===== src/hdl/chi_pkg.sv =====
// chi_pkg: constants, register map and rounding helpers for the chroma interpolator
package chi_pkg;
  // ****************************************
  // stream geometry
  // ****************************************
  localparam int CHI_TAPS = 12; // long filter window length
  localparam int CHI_YDLY = 14; // luma/control delay in samples
  localparam int CHI_LANES = 3;
  // long filter coefficients in 1/256, outermost last: 160 -48 24 -12 6 -2
  localparam logic signed [8:0] CHI_COEF [0:5] = '{9'h0A0, 9'h1D0, 9'h018, 9'h1F4, 9'h006, 9'h1FE};
  localparam logic [2:0] CHI_FRAC_LONG = 3'h7;
  localparam logic [2:0] CHI_FRAC_SHORT = 3'h1;
  localparam logic [6:0] CHI_HALF_LONG = 7'h40;
  localparam logic [6:0] CHI_HALF_SHORT = 7'h01;
  // ****************************************
  // clamp limits
  // ****************************************
  localparam logic [7:0] CHI_LO_NARROW = 8'h10;
  localparam logic [7:0] CHI_HI_NARROW = 8'hF0;
  localparam logic [7:0] CHI_LO_WIDE = 8'h01;
  localparam logic [7:0] CHI_HI_WIDE = 8'hFE;
  // ****************************************
  // dither generators
  // ****************************************
  localparam int CHI_RNG_M_W = 15;
  localparam int CHI_RNG_C_W = 7;
  localparam logic [14:0] CHI_RNG_M_TAPS = 15'h6000;
  localparam logic [6:0] CHI_RNG_C_TAPS = 7'h60;
  localparam logic [14:0] CHI_RNG_M_RST = 15'h0000;
  localparam logic [6:0] CHI_RNG_C_RST = 7'h00;
  localparam int CHI_RNG_M_DBL_BIT = 12; // red lane, green and blue follow
  // ****************************************
  // register map
  // ****************************************
  localparam logic [7:0] CHI_ADDR_CTRL = 8'h00;
  localparam logic [7:0] CHI_ADDR_STAT = 8'h04;
  localparam int CHI_CTL_CLAMP_BIT = 0;
  localparam int CHI_CTL_LONG_BIT = 1;
  localparam int CHI_CTL_DBL_BIT = 2;
  localparam int CHI_CTL_RND_BIT = 3;
  localparam logic [3:0] CHI_CTRL_RST = 4'h2;

  // round a signed fixed-point value to 8 bits and saturate to 0..255
  function automatic logic [7:0] chi_round(input logic signed [16:0] v, input logic [2:0] frac,
                                           input logic [6:0] add);
    logic signed [17:0] s;
    s = {v[16], v} + {11'h000, add};
    s = s >>> frac;
    if (s < 18'sh00000) begin
      return 8'h00;
    end else if (s > 18'sh000FF) begin
      return 8'hFF;
    end
    return s[7:0];
  endfunction

  // limit an interpolated chroma value to the selected range
  function automatic logic [7:0] chi_clamp(input logic [7:0] v, input logic wide);
    if (wide) begin
      if (v < CHI_LO_WIDE) return CHI_LO_WIDE;
      if (v > CHI_HI_WIDE) return CHI_HI_WIDE;
    end else begin
      if (v < CHI_LO_NARROW) return CHI_LO_NARROW;
      if (v > CHI_HI_NARROW) return CHI_HI_NARROW;
    end
    return v;
  endfunction
endpackage


===== src/hdl/chi_if.sv =====
// chi_if: internal carriers for dither generators and control settings
`timescale 1ns/1ps
interface chi_rng_if #(parameter int W = 7);
  logic step;
  logic [W-1:0] bits;
  modport gen(input step, output bits);
  modport user(output step, input bits);
endinterface

interface chi_ctl_if;
  logic clamp_range_select;
  logic long_sel;
  logic dbl_en;
  logic rnd_en;
  logic [3:0] status;
  modport regs(output clamp_range_select, long_sel, dbl_en, rnd_en, input status);
  modport core(input clamp_range_select, long_sel, dbl_en, rnd_en, output status);
endinterface


===== src/hdl/chi_interp_top.sv =====
// chi_interp_top: 4:2:2 to 4:4:4 chroma interpolation with optional output rate doubling
//
// How it works
// - received chroma passes unchanged; a filtered sample is inserted between neighbours.
// - wide clamp turns interpolated 0 into 1 and 255 into 254.
// - narrow clamp forces interpolated 0..15 to 16 and 241..255 to 240.
// - long filter is symmetric 12-tap, odd offsets, 160 -48 24 -12 6 -2 over 256.
// - long path keeps 17 signed bits, then rounds to 8 per control setting.
// - short filter averages the two neighbours, 11 bits, then rounds to 8.
// - luma and control are delayed to match chroma; latency independent of filter.
// - long filter falls back to short near line edges until its window is full.
// - last active pixel of a line reuses the previous chroma sample.
// - rate doubling gives a new output value every clock instead of every second.
// - doubler passes originals and inserts neighbour averages, 9 bits, optional dither.
// - two generators: one for matrix and doubler, one for chroma, dither only.
// - matrix generator starts at zero; lane dither bits are adjacent.
// - doubler dithers lanes with generator bits 12, 13 and 14.
// - one chroma generator serves both chroma kinds; it starts at zero.
// - long result has 7 fraction bits, dithered by a 7-bit random value.
// - short chroma filter dithers with generator bit 0 only.
// - blue chroma phase flag is high for a Cb sample, updated while half clock high.
`timescale 1ns/1ps
module chi_interp_top
  import chi_pkg::*;
#(
  parameter int DLY = chi_pkg::CHI_YDLY
) (
  input wire logic clk_i,
  input wire logic rst_i,
  input wire logic [7:0] wb_adr_i,
  input wire logic [31:0] wb_dat_i,
  input wire logic [3:0] wb_sel_i,
  input wire logic wb_we_i,
  input wire logic wb_cyc_i,
  input wire logic wb_stb_i,
  output logic [31:0] wb_dat_o,
  output logic wb_ack_o,
  input wire logic [7:0] y_i,
  input wire logic [7:0] crcb_i,
  input wire logic active_i,
  input wire logic h_i,
  input wire logic v_i,
  input wire logic f_i,
  output logic half_clk_o,
  output logic blue_chroma_phase_flag_o,
  output logic [7:0] y_o,
  output logic [7:0] cb_o,
  output logic [7:0] cr_o,
  output logic active_o,
  output logic h_o,
  output logic v_o,
  output logic f_o
);
  import chi_pkg::*;

  if (DLY < 2) begin : g_chk
    $error("chi_interp_top: delay must be at least 2");
  end

  chi_ctl_if ctl ();
  chi_rng_if #(.W(CHI_RNG_C_W)) rng_c ();
  chi_rng_if #(.W(CHI_RNG_M_W)) rng_m ();

  // ****************************************
  // register slave and generators
  // ****************************************
  chi_wb_regs u_regs (
    .clk_i(clk_i),
    .rst_i(rst_i),
    .wb_adr_i(wb_adr_i),
    .wb_dat_i(wb_dat_i),
    .wb_sel_i(wb_sel_i),
    .wb_we_i(wb_we_i),
    .wb_cyc_i(wb_cyc_i),
    .wb_stb_i(wb_stb_i),
    .wb_dat_o(wb_dat_o),
    .wb_ack_o(wb_ack_o),
    .ctl(ctl)
  );

  // one chroma generator, time-shared between both kinds
  chi_lfsr #(.W(CHI_RNG_C_W), .TAPS(CHI_RNG_C_TAPS), .RST(CHI_RNG_C_RST)) u_rng_c (
    .clk_i(clk_i),
    .rst_i(rst_i),
    .rng(rng_c)
  );

  // matrix and doubler generator, zero after reset
  chi_lfsr #(.W(CHI_RNG_M_W), .TAPS(CHI_RNG_M_TAPS), .RST(CHI_RNG_M_RST)) u_rng_m (
    .clk_i(clk_i),
    .rst_i(rst_i),
    .rng(rng_m)
  );

  // ****************************************
  // pin synchronisers
  // ****************************************
  logic [19:0] sy1_r, sy2_r;
  logic [3:0] in_ctl; // {f, v, h, active}
  logic [7:0] in_y, in_c;

  // two flops before anything looks at a pin
  always_ff @(posedge clk_i) begin
    if (rst_i) begin
      sy1_r <= 20'h00000;
      sy2_r <= 20'h00000;
    end else begin
      sy1_r <= {f_i, v_i, h_i, active_i, y_i, crcb_i};
      sy2_r <= sy1_r;
    end
  end

  assign in_ctl = sy2_r[19:16];
  assign in_y = sy2_r[15:8];
  assign in_c = sy2_r[7:0];

  // ****************************************
  // sample phase and chroma kind
  // ****************************************
  logic phase_r, phase_nxt;
  logic kind_cb_r, kind_cb_nxt;
  logic act_prev_r, act_prev_nxt;
  logic strobe, cur_cb;

  assign strobe = phase_r; // samples taken while the half clock is high
  assign cur_cb = (in_ctl[0] & ~act_prev_r) ? 1'b1 : kind_cb_r; // line start is Cb

  // half clock toggles; kind alternates on each taken sample
  always_comb begin
    phase_nxt = ~phase_r;
    kind_cb_nxt = kind_cb_r;
    act_prev_nxt = act_prev_r;
    if (strobe) begin
      kind_cb_nxt = ~cur_cb;
      act_prev_nxt = in_ctl[0];
    end
  end

  always_ff @(posedge clk_i) begin
    if (rst_i) begin
      phase_r <= 1'b0;
      kind_cb_r <= 1'b1;
      act_prev_r <= 1'b0;
    end else begin
      phase_r <= phase_nxt;
      kind_cb_r <= kind_cb_nxt;
      act_prev_r <= act_prev_nxt;
    end
  end

  // ****************************************
  // chroma windows and luma/control delay
  // ****************************************
  logic [7:0] cbw_r [0:CHI_TAPS-1];
  logic [7:0] crw_r [0:CHI_TAPS-1];
  logic [7:0] cbw_nxt [0:CHI_TAPS-1];
  logic [7:0] crw_nxt [0:CHI_TAPS-1];
  logic [CHI_TAPS-1:0] cbv_r, crv_r, cbv_nxt, crv_nxt;
  logic [11:0] ydl_r [0:DLY-1];
  logic [11:0] ydl_nxt [0:DLY-1];
  logic calc_r, calc_nxt, calc_cb_r, calc_cb_nxt;

  // each kind shifts its own window; luma and control follow every sample
  always_comb begin
    cbv_nxt = cbv_r;
    crv_nxt = crv_r;
    for (int k = 0; k < CHI_TAPS; k++) begin
      cbw_nxt[k] = cbw_r[k];
      crw_nxt[k] = crw_r[k];
    end
    for (int k = 0; k < DLY; k++) begin
      ydl_nxt[k] = ydl_r[k];
    end
    calc_nxt = strobe;
    calc_cb_nxt = cur_cb;
    if (strobe) begin
      ydl_nxt[0] = {in_ctl, in_y};
      for (int k = 1; k < DLY; k++) begin
        ydl_nxt[k] = ydl_r[k-1];
      end
      if (cur_cb) begin
        cbw_nxt[0] = in_c;
        cbv_nxt = {cbv_r[CHI_TAPS-2:0], in_ctl[0]};
        for (int k = 1; k < CHI_TAPS; k++) begin
          cbw_nxt[k] = cbw_r[k-1];
        end
      end else begin
        crw_nxt[0] = in_c;
        crv_nxt = {crv_r[CHI_TAPS-2:0], in_ctl[0]};
        for (int k = 1; k < CHI_TAPS; k++) begin
          crw_nxt[k] = crw_r[k-1];
        end
      end
    end
  end

  always_ff @(posedge clk_i) begin
    if (rst_i) begin
      cbv_r <= '0;
      crv_r <= '0;
      calc_r <= 1'b0;
      calc_cb_r <= 1'b0;
      for (int k = 0; k < CHI_TAPS; k++) begin
        cbw_r[k] <= 8'h00;
        crw_r[k] <= 8'h00;
      end
      for (int k = 0; k < DLY; k++) begin
        ydl_r[k] <= 12'h000;
      end
    end else begin
      cbv_r <= cbv_nxt;
      crv_r <= crv_nxt;
      calc_r <= calc_nxt;
      calc_cb_r <= calc_cb_nxt;
      cbw_r <= cbw_nxt;
      crw_r <= crw_nxt;
      ydl_r <= ydl_nxt;
    end
  end

  // ****************************************
  // interpolation filter, shared by both kinds
  // ****************************************
  logic [7:0] w [0:CHI_TAPS-1];
  logic [CHI_TAPS-1:0] wv;
  logic signed [17:0] acc, term, pr;
  logic [10:0] sum2;
  logic [7:0] res_long, res_short, interp;
  logic use_long;

  // window centre sits between taps 6 (older) and 5 (newer)
  always_comb begin
    acc = 18'sh00000;
    term = 18'sh00000;
    pr = 18'sh00000;
    wv = calc_cb_r ? cbv_r : crv_r;
    for (int k = 0; k < CHI_TAPS; k++) begin
      w[k] = calc_cb_r ? cbw_r[k] : crw_r[k];
    end
    for (int k = 0; k < 6; k++) begin
      term = 18'(CHI_COEF[k]);
      pr = {10'h000, w[5-k]} + {10'h000, w[6+k]};
      acc = acc + term * pr;
    end
    sum2 = {3'h0, w[5]} + {3'h0, w[6]};
    // coefficients are even, so the dropped bit is always zero
    res_long = chi_clamp(chi_round(acc[17:1], CHI_FRAC_LONG, ctl.rnd_en ? rng_c.bits : CHI_HALF_LONG),
                         ctl.clamp_range_select);
    res_short = chi_clamp(chi_round({6'h00, sum2}, CHI_FRAC_SHORT,
                                    ctl.rnd_en ? {6'h00, rng_c.bits[0]} : CHI_HALF_SHORT),
                          ctl.clamp_range_select);
    use_long = ctl.long_sel & (&wv); // short filter until the window is full
    interp = use_long ? res_long : res_short;
    if (!wv[5]) begin
      interp = w[6]; // last active pixel repeats previous chroma
    end
  end

  assign rng_c.step = calc_r & ctl.rnd_en & wv[5]; // one step per dithered sample

  // ****************************************
  // chroma results, pair hold and pixel assembly
  // ****************************************
  logic [7:0] cbo_r, cbi_r, cro_r, cri_r, pcbi_r, pcri_r;
  logic [7:0] cbo_nxt, cbi_nxt, cro_nxt, cri_nxt, pcbi_nxt, pcri_nxt;
  logic [2:0][7:0] pix_r, pix_nxt; // lanes: cr, y, cb
  logic [3:0] pctl_r, pctl_nxt;
  logic long_used_r, long_used_nxt;

  // originals pass untouched, interpolated value fills the odd pixel
  always_comb begin
    cbo_nxt = cbo_r;
    cbi_nxt = cbi_r;
    cro_nxt = cro_r;
    cri_nxt = cri_r;
    pcbi_nxt = pcbi_r;
    pcri_nxt = pcri_r;
    pix_nxt = pix_r;
    pctl_nxt = pctl_r;
    long_used_nxt = long_used_r;
    if (calc_r) begin
      long_used_nxt = use_long;
      if (calc_cb_r) begin
        cbo_nxt = w[6];
        cbi_nxt = interp;
      end else begin
        cro_nxt = w[6];
        cri_nxt = interp;
      end
    end
    if (strobe) begin
      pctl_nxt = ydl_r[DLY-1][11:8];
      if (cur_cb) begin
        pcbi_nxt = cbi_r;
        pcri_nxt = cri_r;
        pix_nxt = {cbo_r, ydl_r[DLY-1][7:0], cro_r};
      end else begin
        pix_nxt = {pcbi_r, ydl_r[DLY-1][7:0], pcri_r};
      end
    end
  end

  always_ff @(posedge clk_i) begin
    if (rst_i) begin
      cbo_r <= 8'h00;
      cbi_r <= 8'h00;
      cro_r <= 8'h00;
      cri_r <= 8'h00;
      pcbi_r <= 8'h00;
      pcri_r <= 8'h00;
      pix_r <= '0;
      pctl_r <= 4'h0;
      long_used_r <= 1'b0;
    end else begin
      cbo_r <= cbo_nxt;
      cbi_r <= cbi_nxt;
      cro_r <= cro_nxt;
      cri_r <= cri_nxt;
      pcbi_r <= pcbi_nxt;
      pcri_r <= pcri_nxt;
      pix_r <= pix_nxt;
      pctl_r <= pctl_nxt;
      long_used_r <= long_used_nxt;
    end
  end

  // ****************************************
  // output stage with rate doubler
  // ****************************************
  logic [2:0][7:0] out_r, out_nxt;
  logic [3:0] octl_r, octl_nxt;

  // original on the taken edge, neighbour average on the other edge
  for (genvar i = 0; i < CHI_LANES; i++) begin : g_lane
    logic [8:0] lsum;
    always_comb begin
      lsum = {1'b0, out_r[i]} + {1'b0, pix_r[i]};
      out_nxt[i] = out_r[i];
      if (strobe) begin
        out_nxt[i] = pix_r[i];
      end else if (ctl.dbl_en) begin
        out_nxt[i] = chi_round({8'h00, lsum}, CHI_FRAC_SHORT,
                               ctl.rnd_en ? {6'h00, rng_m.bits[CHI_RNG_M_DBL_BIT+i]} : CHI_HALF_SHORT);
      end
    end
  end

  assign octl_nxt = strobe ? pctl_r : octl_r;
  assign rng_m.step = ~strobe & ctl.dbl_en & ctl.rnd_en;

  always_ff @(posedge clk_i) begin
    if (rst_i) begin
      out_r <= '0;
      octl_r <= 4'h0;
    end else begin
      out_r <= out_nxt;
      octl_r <= octl_nxt;
    end
  end

  // ****************************************
  // outputs and status
  // ****************************************
  assign cr_o = out_r[0];
  assign y_o = out_r[1];
  assign cb_o = out_r[2];
  assign {f_o, v_o, h_o, active_o} = octl_r;
  assign half_clk_o = phase_r;
  assign blue_chroma_phase_flag_o = kind_cb_r;
  assign ctl.status = {long_used_r, act_prev_r, phase_r, kind_cb_r};
endmodule


===== src/hdl/chi_lfsr.sv =====
// chi_lfsr: xnor-feedback pseudo-random generator, all-zero start state
`timescale 1ns/1ps
module chi_lfsr #(
  parameter int W = 7,
  parameter logic [W-1:0] TAPS = '0,
  parameter logic [W-1:0] RST = '0
) (
  input wire logic clk_i,
  input wire logic rst_i,
  chi_rng_if.gen rng
);
  logic [W-1:0] state_r;
  logic [W-1:0] state_nxt;

  if (W < 2) begin : g_chk
    $error("chi_lfsr: width must be at least 2");
  end

  // shift one step per request; xnor keeps zero a legal state
  always_comb begin
    state_nxt = state_r;
    if (rng.step) begin
      state_nxt = {state_r[W-2:0], ~^(state_r & TAPS)};
    end
  end

  // ****************************************
  // state register
  // ****************************************
  always_ff @(posedge clk_i) begin
    if (rst_i) begin
      state_r <= RST;
    end else begin
      state_r <= state_nxt;
    end
  end

  assign rng.bits = state_r;
endmodule


===== src/hdl/chi_wb_regs.sv =====
// chi_wb_regs: classic wishbone slave holding control and status
`timescale 1ns/1ps
module chi_wb_regs
  import chi_pkg::*;
(
  input wire logic clk_i,
  input wire logic rst_i,
  input wire logic [7:0] wb_adr_i,
  input wire logic [31:0] wb_dat_i,
  input wire logic [3:0] wb_sel_i,
  input wire logic wb_we_i,
  input wire logic wb_cyc_i,
  input wire logic wb_stb_i,
  output logic [31:0] wb_dat_o,
  output logic wb_ack_o,
  chi_ctl_if.regs ctl
);
  logic [3:0] ctrl_r, ctrl_nxt;
  logic ack_r, ack_nxt;
  logic [31:0] dat_r, dat_nxt;

  // decode, write on the answering edge, read data captured with ack
  always_comb begin
    ctrl_nxt = ctrl_r;
    dat_nxt = dat_r;
    ack_nxt = wb_cyc_i & wb_stb_i & ~ack_r;
    if (ack_nxt) begin
      dat_nxt = 32'h00000000; // unmapped reads as zero
      if (wb_adr_i == CHI_ADDR_CTRL) begin
        dat_nxt = {28'h0000000, ctrl_r};
        if (wb_we_i && wb_sel_i[0]) begin
          ctrl_nxt = wb_dat_i[3:0];
        end
      end else if (wb_adr_i == CHI_ADDR_STAT) begin
        dat_nxt = {28'h0000000, ctl.status};
      end
    end
  end

  // ****************************************
  // registers
  // ****************************************
  always_ff @(posedge clk_i) begin
    if (rst_i) begin
      ctrl_r <= CHI_CTRL_RST;
      ack_r <= 1'b0;
      dat_r <= 32'h00000000;
    end else begin
      ctrl_r <= ctrl_nxt;
      ack_r <= ack_nxt;
      dat_r <= dat_nxt;
    end
  end

  assign wb_ack_o = ack_r;
  assign wb_dat_o = dat_r;
  assign ctl.clamp_range_select = ctrl_r[CHI_CTL_CLAMP_BIT];
  assign ctl.long_sel = ctrl_r[CHI_CTL_LONG_BIT];
  assign ctl.dbl_en = ctrl_r[CHI_CTL_DBL_BIT];
  assign ctl.rnd_en = ctrl_r[CHI_CTL_RND_BIT];
endmodule


===== config.mk =====
export PLATFORM = sky130hd
export DESIGN_NAME = chi_interp_top
export DESIGN_NICKNAME = d
export VERILOG_FILES = /design/src/hdl/chi_pkg.sv /design/src/hdl/chi_if.sv /design/src/hdl/chi_interp_top.sv /design/src/hdl/chi_lfsr.sv /design/src/hdl/chi_wb_regs.sv
export SDC_FILE = /design/constraint.sdc
export NUM_CORES = 1
export LEC_CHECK = 0
export ABC_AREA = 0
export BUFFER_PORTS_ARGS = -buffer_cell sky130_fd_sc_hd__clkbuf_2
export CAP_MARGIN = 15
export CELL_PAD_IN_SITES_DETAIL_PLACEMENT = 0
export CELL_PAD_IN_SITES_GLOBAL_PLACEMENT = 1
export CORE_MARGIN = 10
export CORE_UTILIZATION = 43
export DETAILED_ROUTE_END_ITERATION = 6
export HOLD_SLACK_MARGIN = 0.15
export MAX_ROUTING_LAYER = met4
export PLACE_DENSITY = 0.78
export SLEW_MARGIN = 10
export SYNTH_ARGS = -nofsm -noshare
export SYNTH_HDL_FRONTEND = slang
export SYNTH_SLANG_ARGS = --single-unit
export TNS_END_PERCENT = 50

===== constraint.sdc =====
create_clock -name clk_i -period 8.85 [get_ports clk_i]
set_input_delay 0.4425 -clock clk_i [delete_from_list [all_inputs] [get_ports clk_i]]
set_output_delay 0.4425 -clock clk_i [all_outputs]
set_load 0.05 [all_outputs]

==> flow_summary_export.csv <==
group,metric,value,unit
grt,grt_antenna_before_repair,1,
grt,grt_max_degree,217,
floorplanning,core,65750,um2
clock_tree,cts-root-buf,"clkbuf_16",
placed_design,portBuffers,72,
synthesis,syn_avg_cell_area,8.804,um2
route,vias,21610,
clock_tree,clockBufferDepth,3,
finish,drive_above_1_share,11.46,%
synthesis,ys.flop_type,"dfxtp_1",
route,first_pass_iters,5,
floorplanning,die_area,76910,um2
timing,finalClockSkew,0.03694,ns
status,outcome,"finished clean",
synthesis,netlist.area_leader.share,39.65,%
setup_path,criticalPathCategory,"reg -> reg",
synthesis,async_flop_share,0,%
setup_path,critPathArrivalTime,9.04,ns
timing,fin_hold_ws,0.1941,ns
finish,nNetsFinal,3595,
synthesis,synth_edf_count,0,
min_path,hold_start,"wb_dat_i[1]",
synthesis,yosys_register_bits,564,
synthesis,ys_warn_count,0,
placed_design,gp_congestion,0.8515,
grt,grt_pass1_vias,20910,
synthesis,synth_cell_type_count,70,
clock_tree,clk-insertion-delay-late,0.63,ns
route,wl_per_cell,16.09,um
setup_path,r2r.worst_path.cells,39,
setup_path,r2r_end,"cbi_r[5]$_SDFFE_PP0P_",
synthesis,yosysTopAreaCell,"dfxtp_1",
setup_path,worstPathRequired,9.39,ns
timing,tightest_slew,1.164,ns
pwr,p_leak,13.10,nW
timing,rsz0062_at_grt,"true",
setup_path,critPathLaunchType,"flip-flop",
pwr,finalPower,0.005480,W
placed_design,dpl.hpwl,47.09,mm
route,wl,67.45,mm
pwr,power.density,170.9,nW/um2
route,drc_errors,0,
clock_tree,cts.sinks,564,
setup_path,worstPathMaxFanout,13,
timing,period_share,96.07,%
floorplanning,dieWidth,277.3,um
setup_path,slowest_stage,"fa_1",
route,drt-initial-drc-count,1322,
synthesis,synth.yosys.seq_area_share,39.65,%
setup_path,slowest_delay,0.54,ns
floorplanning,die_y,277.3,um
floorplanning,pin_count,132,
timing,finalHoldViolCount,0,
timing,drv_slew,0,
min_path,holdPathEnd,"u_regs.ctrl_r[1]$_SDFFE_PP1P_",
min_path,hp-class,"in -> reg",
floorplanning,rows,94,
floorplanning,start_util,43.31,%
synthesis,synth_area_leaders,"dfxtp_1 40%, mux2i_1 8.6%, ha_1 8.1%",
pwr,peakVddDrop,0.1455,mV
grt,grt_usage,17.23,%
setup_path,r2r_slack,0.35,ns
timing,slew_headroom,22.40,%
clock_tree,cts_tree,"built",
timing,clock.fmax,117.6,MHz
grt,grt_pass1_wl,109.0,mm
synthesis,ys_top_cells_by_count,"564 x dfxtp_1, 563 x nand2_1, 387 x a21oi_1",
route,avgViaCountPerCell,5.155,
setup_path,crit_top_cell,"inv_1",
clock_tree,numCtsBuffers,57,
flow_run,maxCapViolCount,0,
clock_tree,htreeDepth,2,
finish,n_fill_cell,6227,
setup_path,critPathCaptureType,"flip-flop",
finish,areaGrowthSynthToFinish,12.65,%
setup_path,reg2reg_from,"calc_cb_r$_SDFF_PP0_",
clock_tree,path_clk_slew,0.06,ns
min_path,hold_depth,4,
synthesis,synth_most_common_cell,"dfxtp_1",
route,ant_nets,0,
timing,setup_viol,0,
grt,grt_overflow,0,
synthesis,syn_area,28470,um2
timing,fin_crit,8.502,ns
synthesis,synthesis.instances,3234,
-- timing repair --
item	CTS	global route
hold buffers	23	0
setup buffers	0	9
gates resized for setup	6	46
endpoints found under the hold margin	23	0
pin swaps	0	17
gates cloned	0	2
endpoints found under the setup margin	8	16
-- how the worst max path moves through the flow --
stage	start	end	cells after the start
6_report	calc_cb_r$_SDFF_PP0_	cbi_r[5]$_SDFFE_PP0P_	39
5_1_grt	calc_cb_r$_SDFF_PP0_	cbi_r[5]$_SDFFE_PP0P_	37
4_1_cts	calc_cb_r$_SDFF_PP0_	cbi_r[5]$_SDFFE_PP0P_	36
3_5_place_dp	calc_cb_r$_SDFF_PP0_	cbi_r[6]$_SDFFE_PP0P_	35
3_3_place_gp	calc_cb_r$_SDFF_PP0_	cbi_r[5]$_SDFFE_PP0P_	40
2_1_floorplan	calc_cb_r$_SDFF_PP0_	cbi_r[6]$_SDFFE_PP0P_	39
-- critical path, delay by kind of cell, from the launching register on --
family                   cells  cell delay, ns
AO/OA/AOI/OAI               12            2.19
XOR/XNOR                     2            0.41
adder cells (fa/ha/maj)      8            2.99
buffers and inverters       11            1.27
flip-flops                   1            0.39
multiplexers                 1            0.34
AND/OR/NAND/NOR              5            0.82
-- layer usage --
metal	GRT usage (%)	vias up	wire, um
li1	-	10940	-
met4	4.711	0	1639
met5	-	-	0
met1	22.04	10260	31290
met3	2.470	88	2368
met2	28.08	322	32150
-- power by group --
part / switching [W] / total [W] / internal, W
registers: 0.0000278 / 0.00259 / 0.00257
clock network: 0.00102 / 0.00232 / 0.00130
logic: 0.000359 / 0.000564 / 0.000205
-- sequential cells by signal, indices dropped and copies added (netlist names), 7 cells and up --
| register | flops |
|---|---|
| sy1_r | 20 |
| ydl_r | 168 |
| u_rng_m.rng.bits | 15 |
| cbw_r | 96 |
| pix_r | 24 |
| pcri_r | 8 |
| cri_r | 8 |
| u_rng_c.rng.bits | 7 |
| crw_r | 96 |
| cb_o | 8 |
| cbv_r | 12 |
| cbo_r | 8 |
| pcbi_r | 8 |
| y_o | 8 |
| cbi_r | 8 |
| cr_o | 8 |
| cro_r | 8 |
| crv_r | 12 |
| sy2_r | 20 |
-- placed cells by master, fill, tap and decap left out, types with 11 or more instances in the layout --
master,count
o21ai_0,30
a21oi_1,378
conb_1,28
a211oi_1,32
clkbuf_8,11
nand2_1,562
fa_1,60
nor2_1,315
inv_1,154
ha_1,178
nor3_1,12
buf_4,65
a21o_1,32
xnor2_1,71
mux2i_1,245
nor2b_1,50
dfxtp_1,562
clkbuf_16,60
dlygate4sd3_1,23
o21bai_1,50
nand2b_1,15
clkinv_2,11
clkbuf_2,71
clkbuf_1,18
xor2_1,31
mux2_2,84
-- cell type report --
type                       count  area (um2)  area share [%]
multi-input combinational   2337       16090           50.15
sequential                   564       11300           35.23
clock buffer                  87        1670           5.208
timing repair buffer         166        1226           3.823
tap                          864        1081           3.370
inverter                     154       578.1           1.802
clock inverter                18       130.1          0.4057
antenna                        2       5.005         0.01560
-- kinds of logic (layout without fill, tap and decap cells) --
kind of cell	after synthesis	count (layout)	synth area share, %
adder cells (fa/ha/maj)	246	246	12.44
buffers and inverters	360	425	5.124
AND/OR/NAND/NOR	1011	1011	14.47
XOR/XNOR	108	108	3.375
multiplexers	329	329	11.93
flip-flops	564	564	39.65
AO/OA/AOI/OAI	615	615	12.99
other	1	30	0.01317
-- stage by stage --
stage	util [%]	area [um2]	cells	setup slack, ns	TNS (ns)
2_1_floorplan	-	28580	3261	0.1242	0
3_3_place_gp	45.13	29670	4051	0.08704	0
3_5_place_dp	45.13	29670	4051	-0.07593	-0.2407
4_1_cts	48.27	31740	4179	0.01439	0
5_1_grt	48.78	32070	4191	-0.01924	-0.05800
6_report	48.79	32070	4192	0.3480	0
Power figures use the tool's default switching activity.
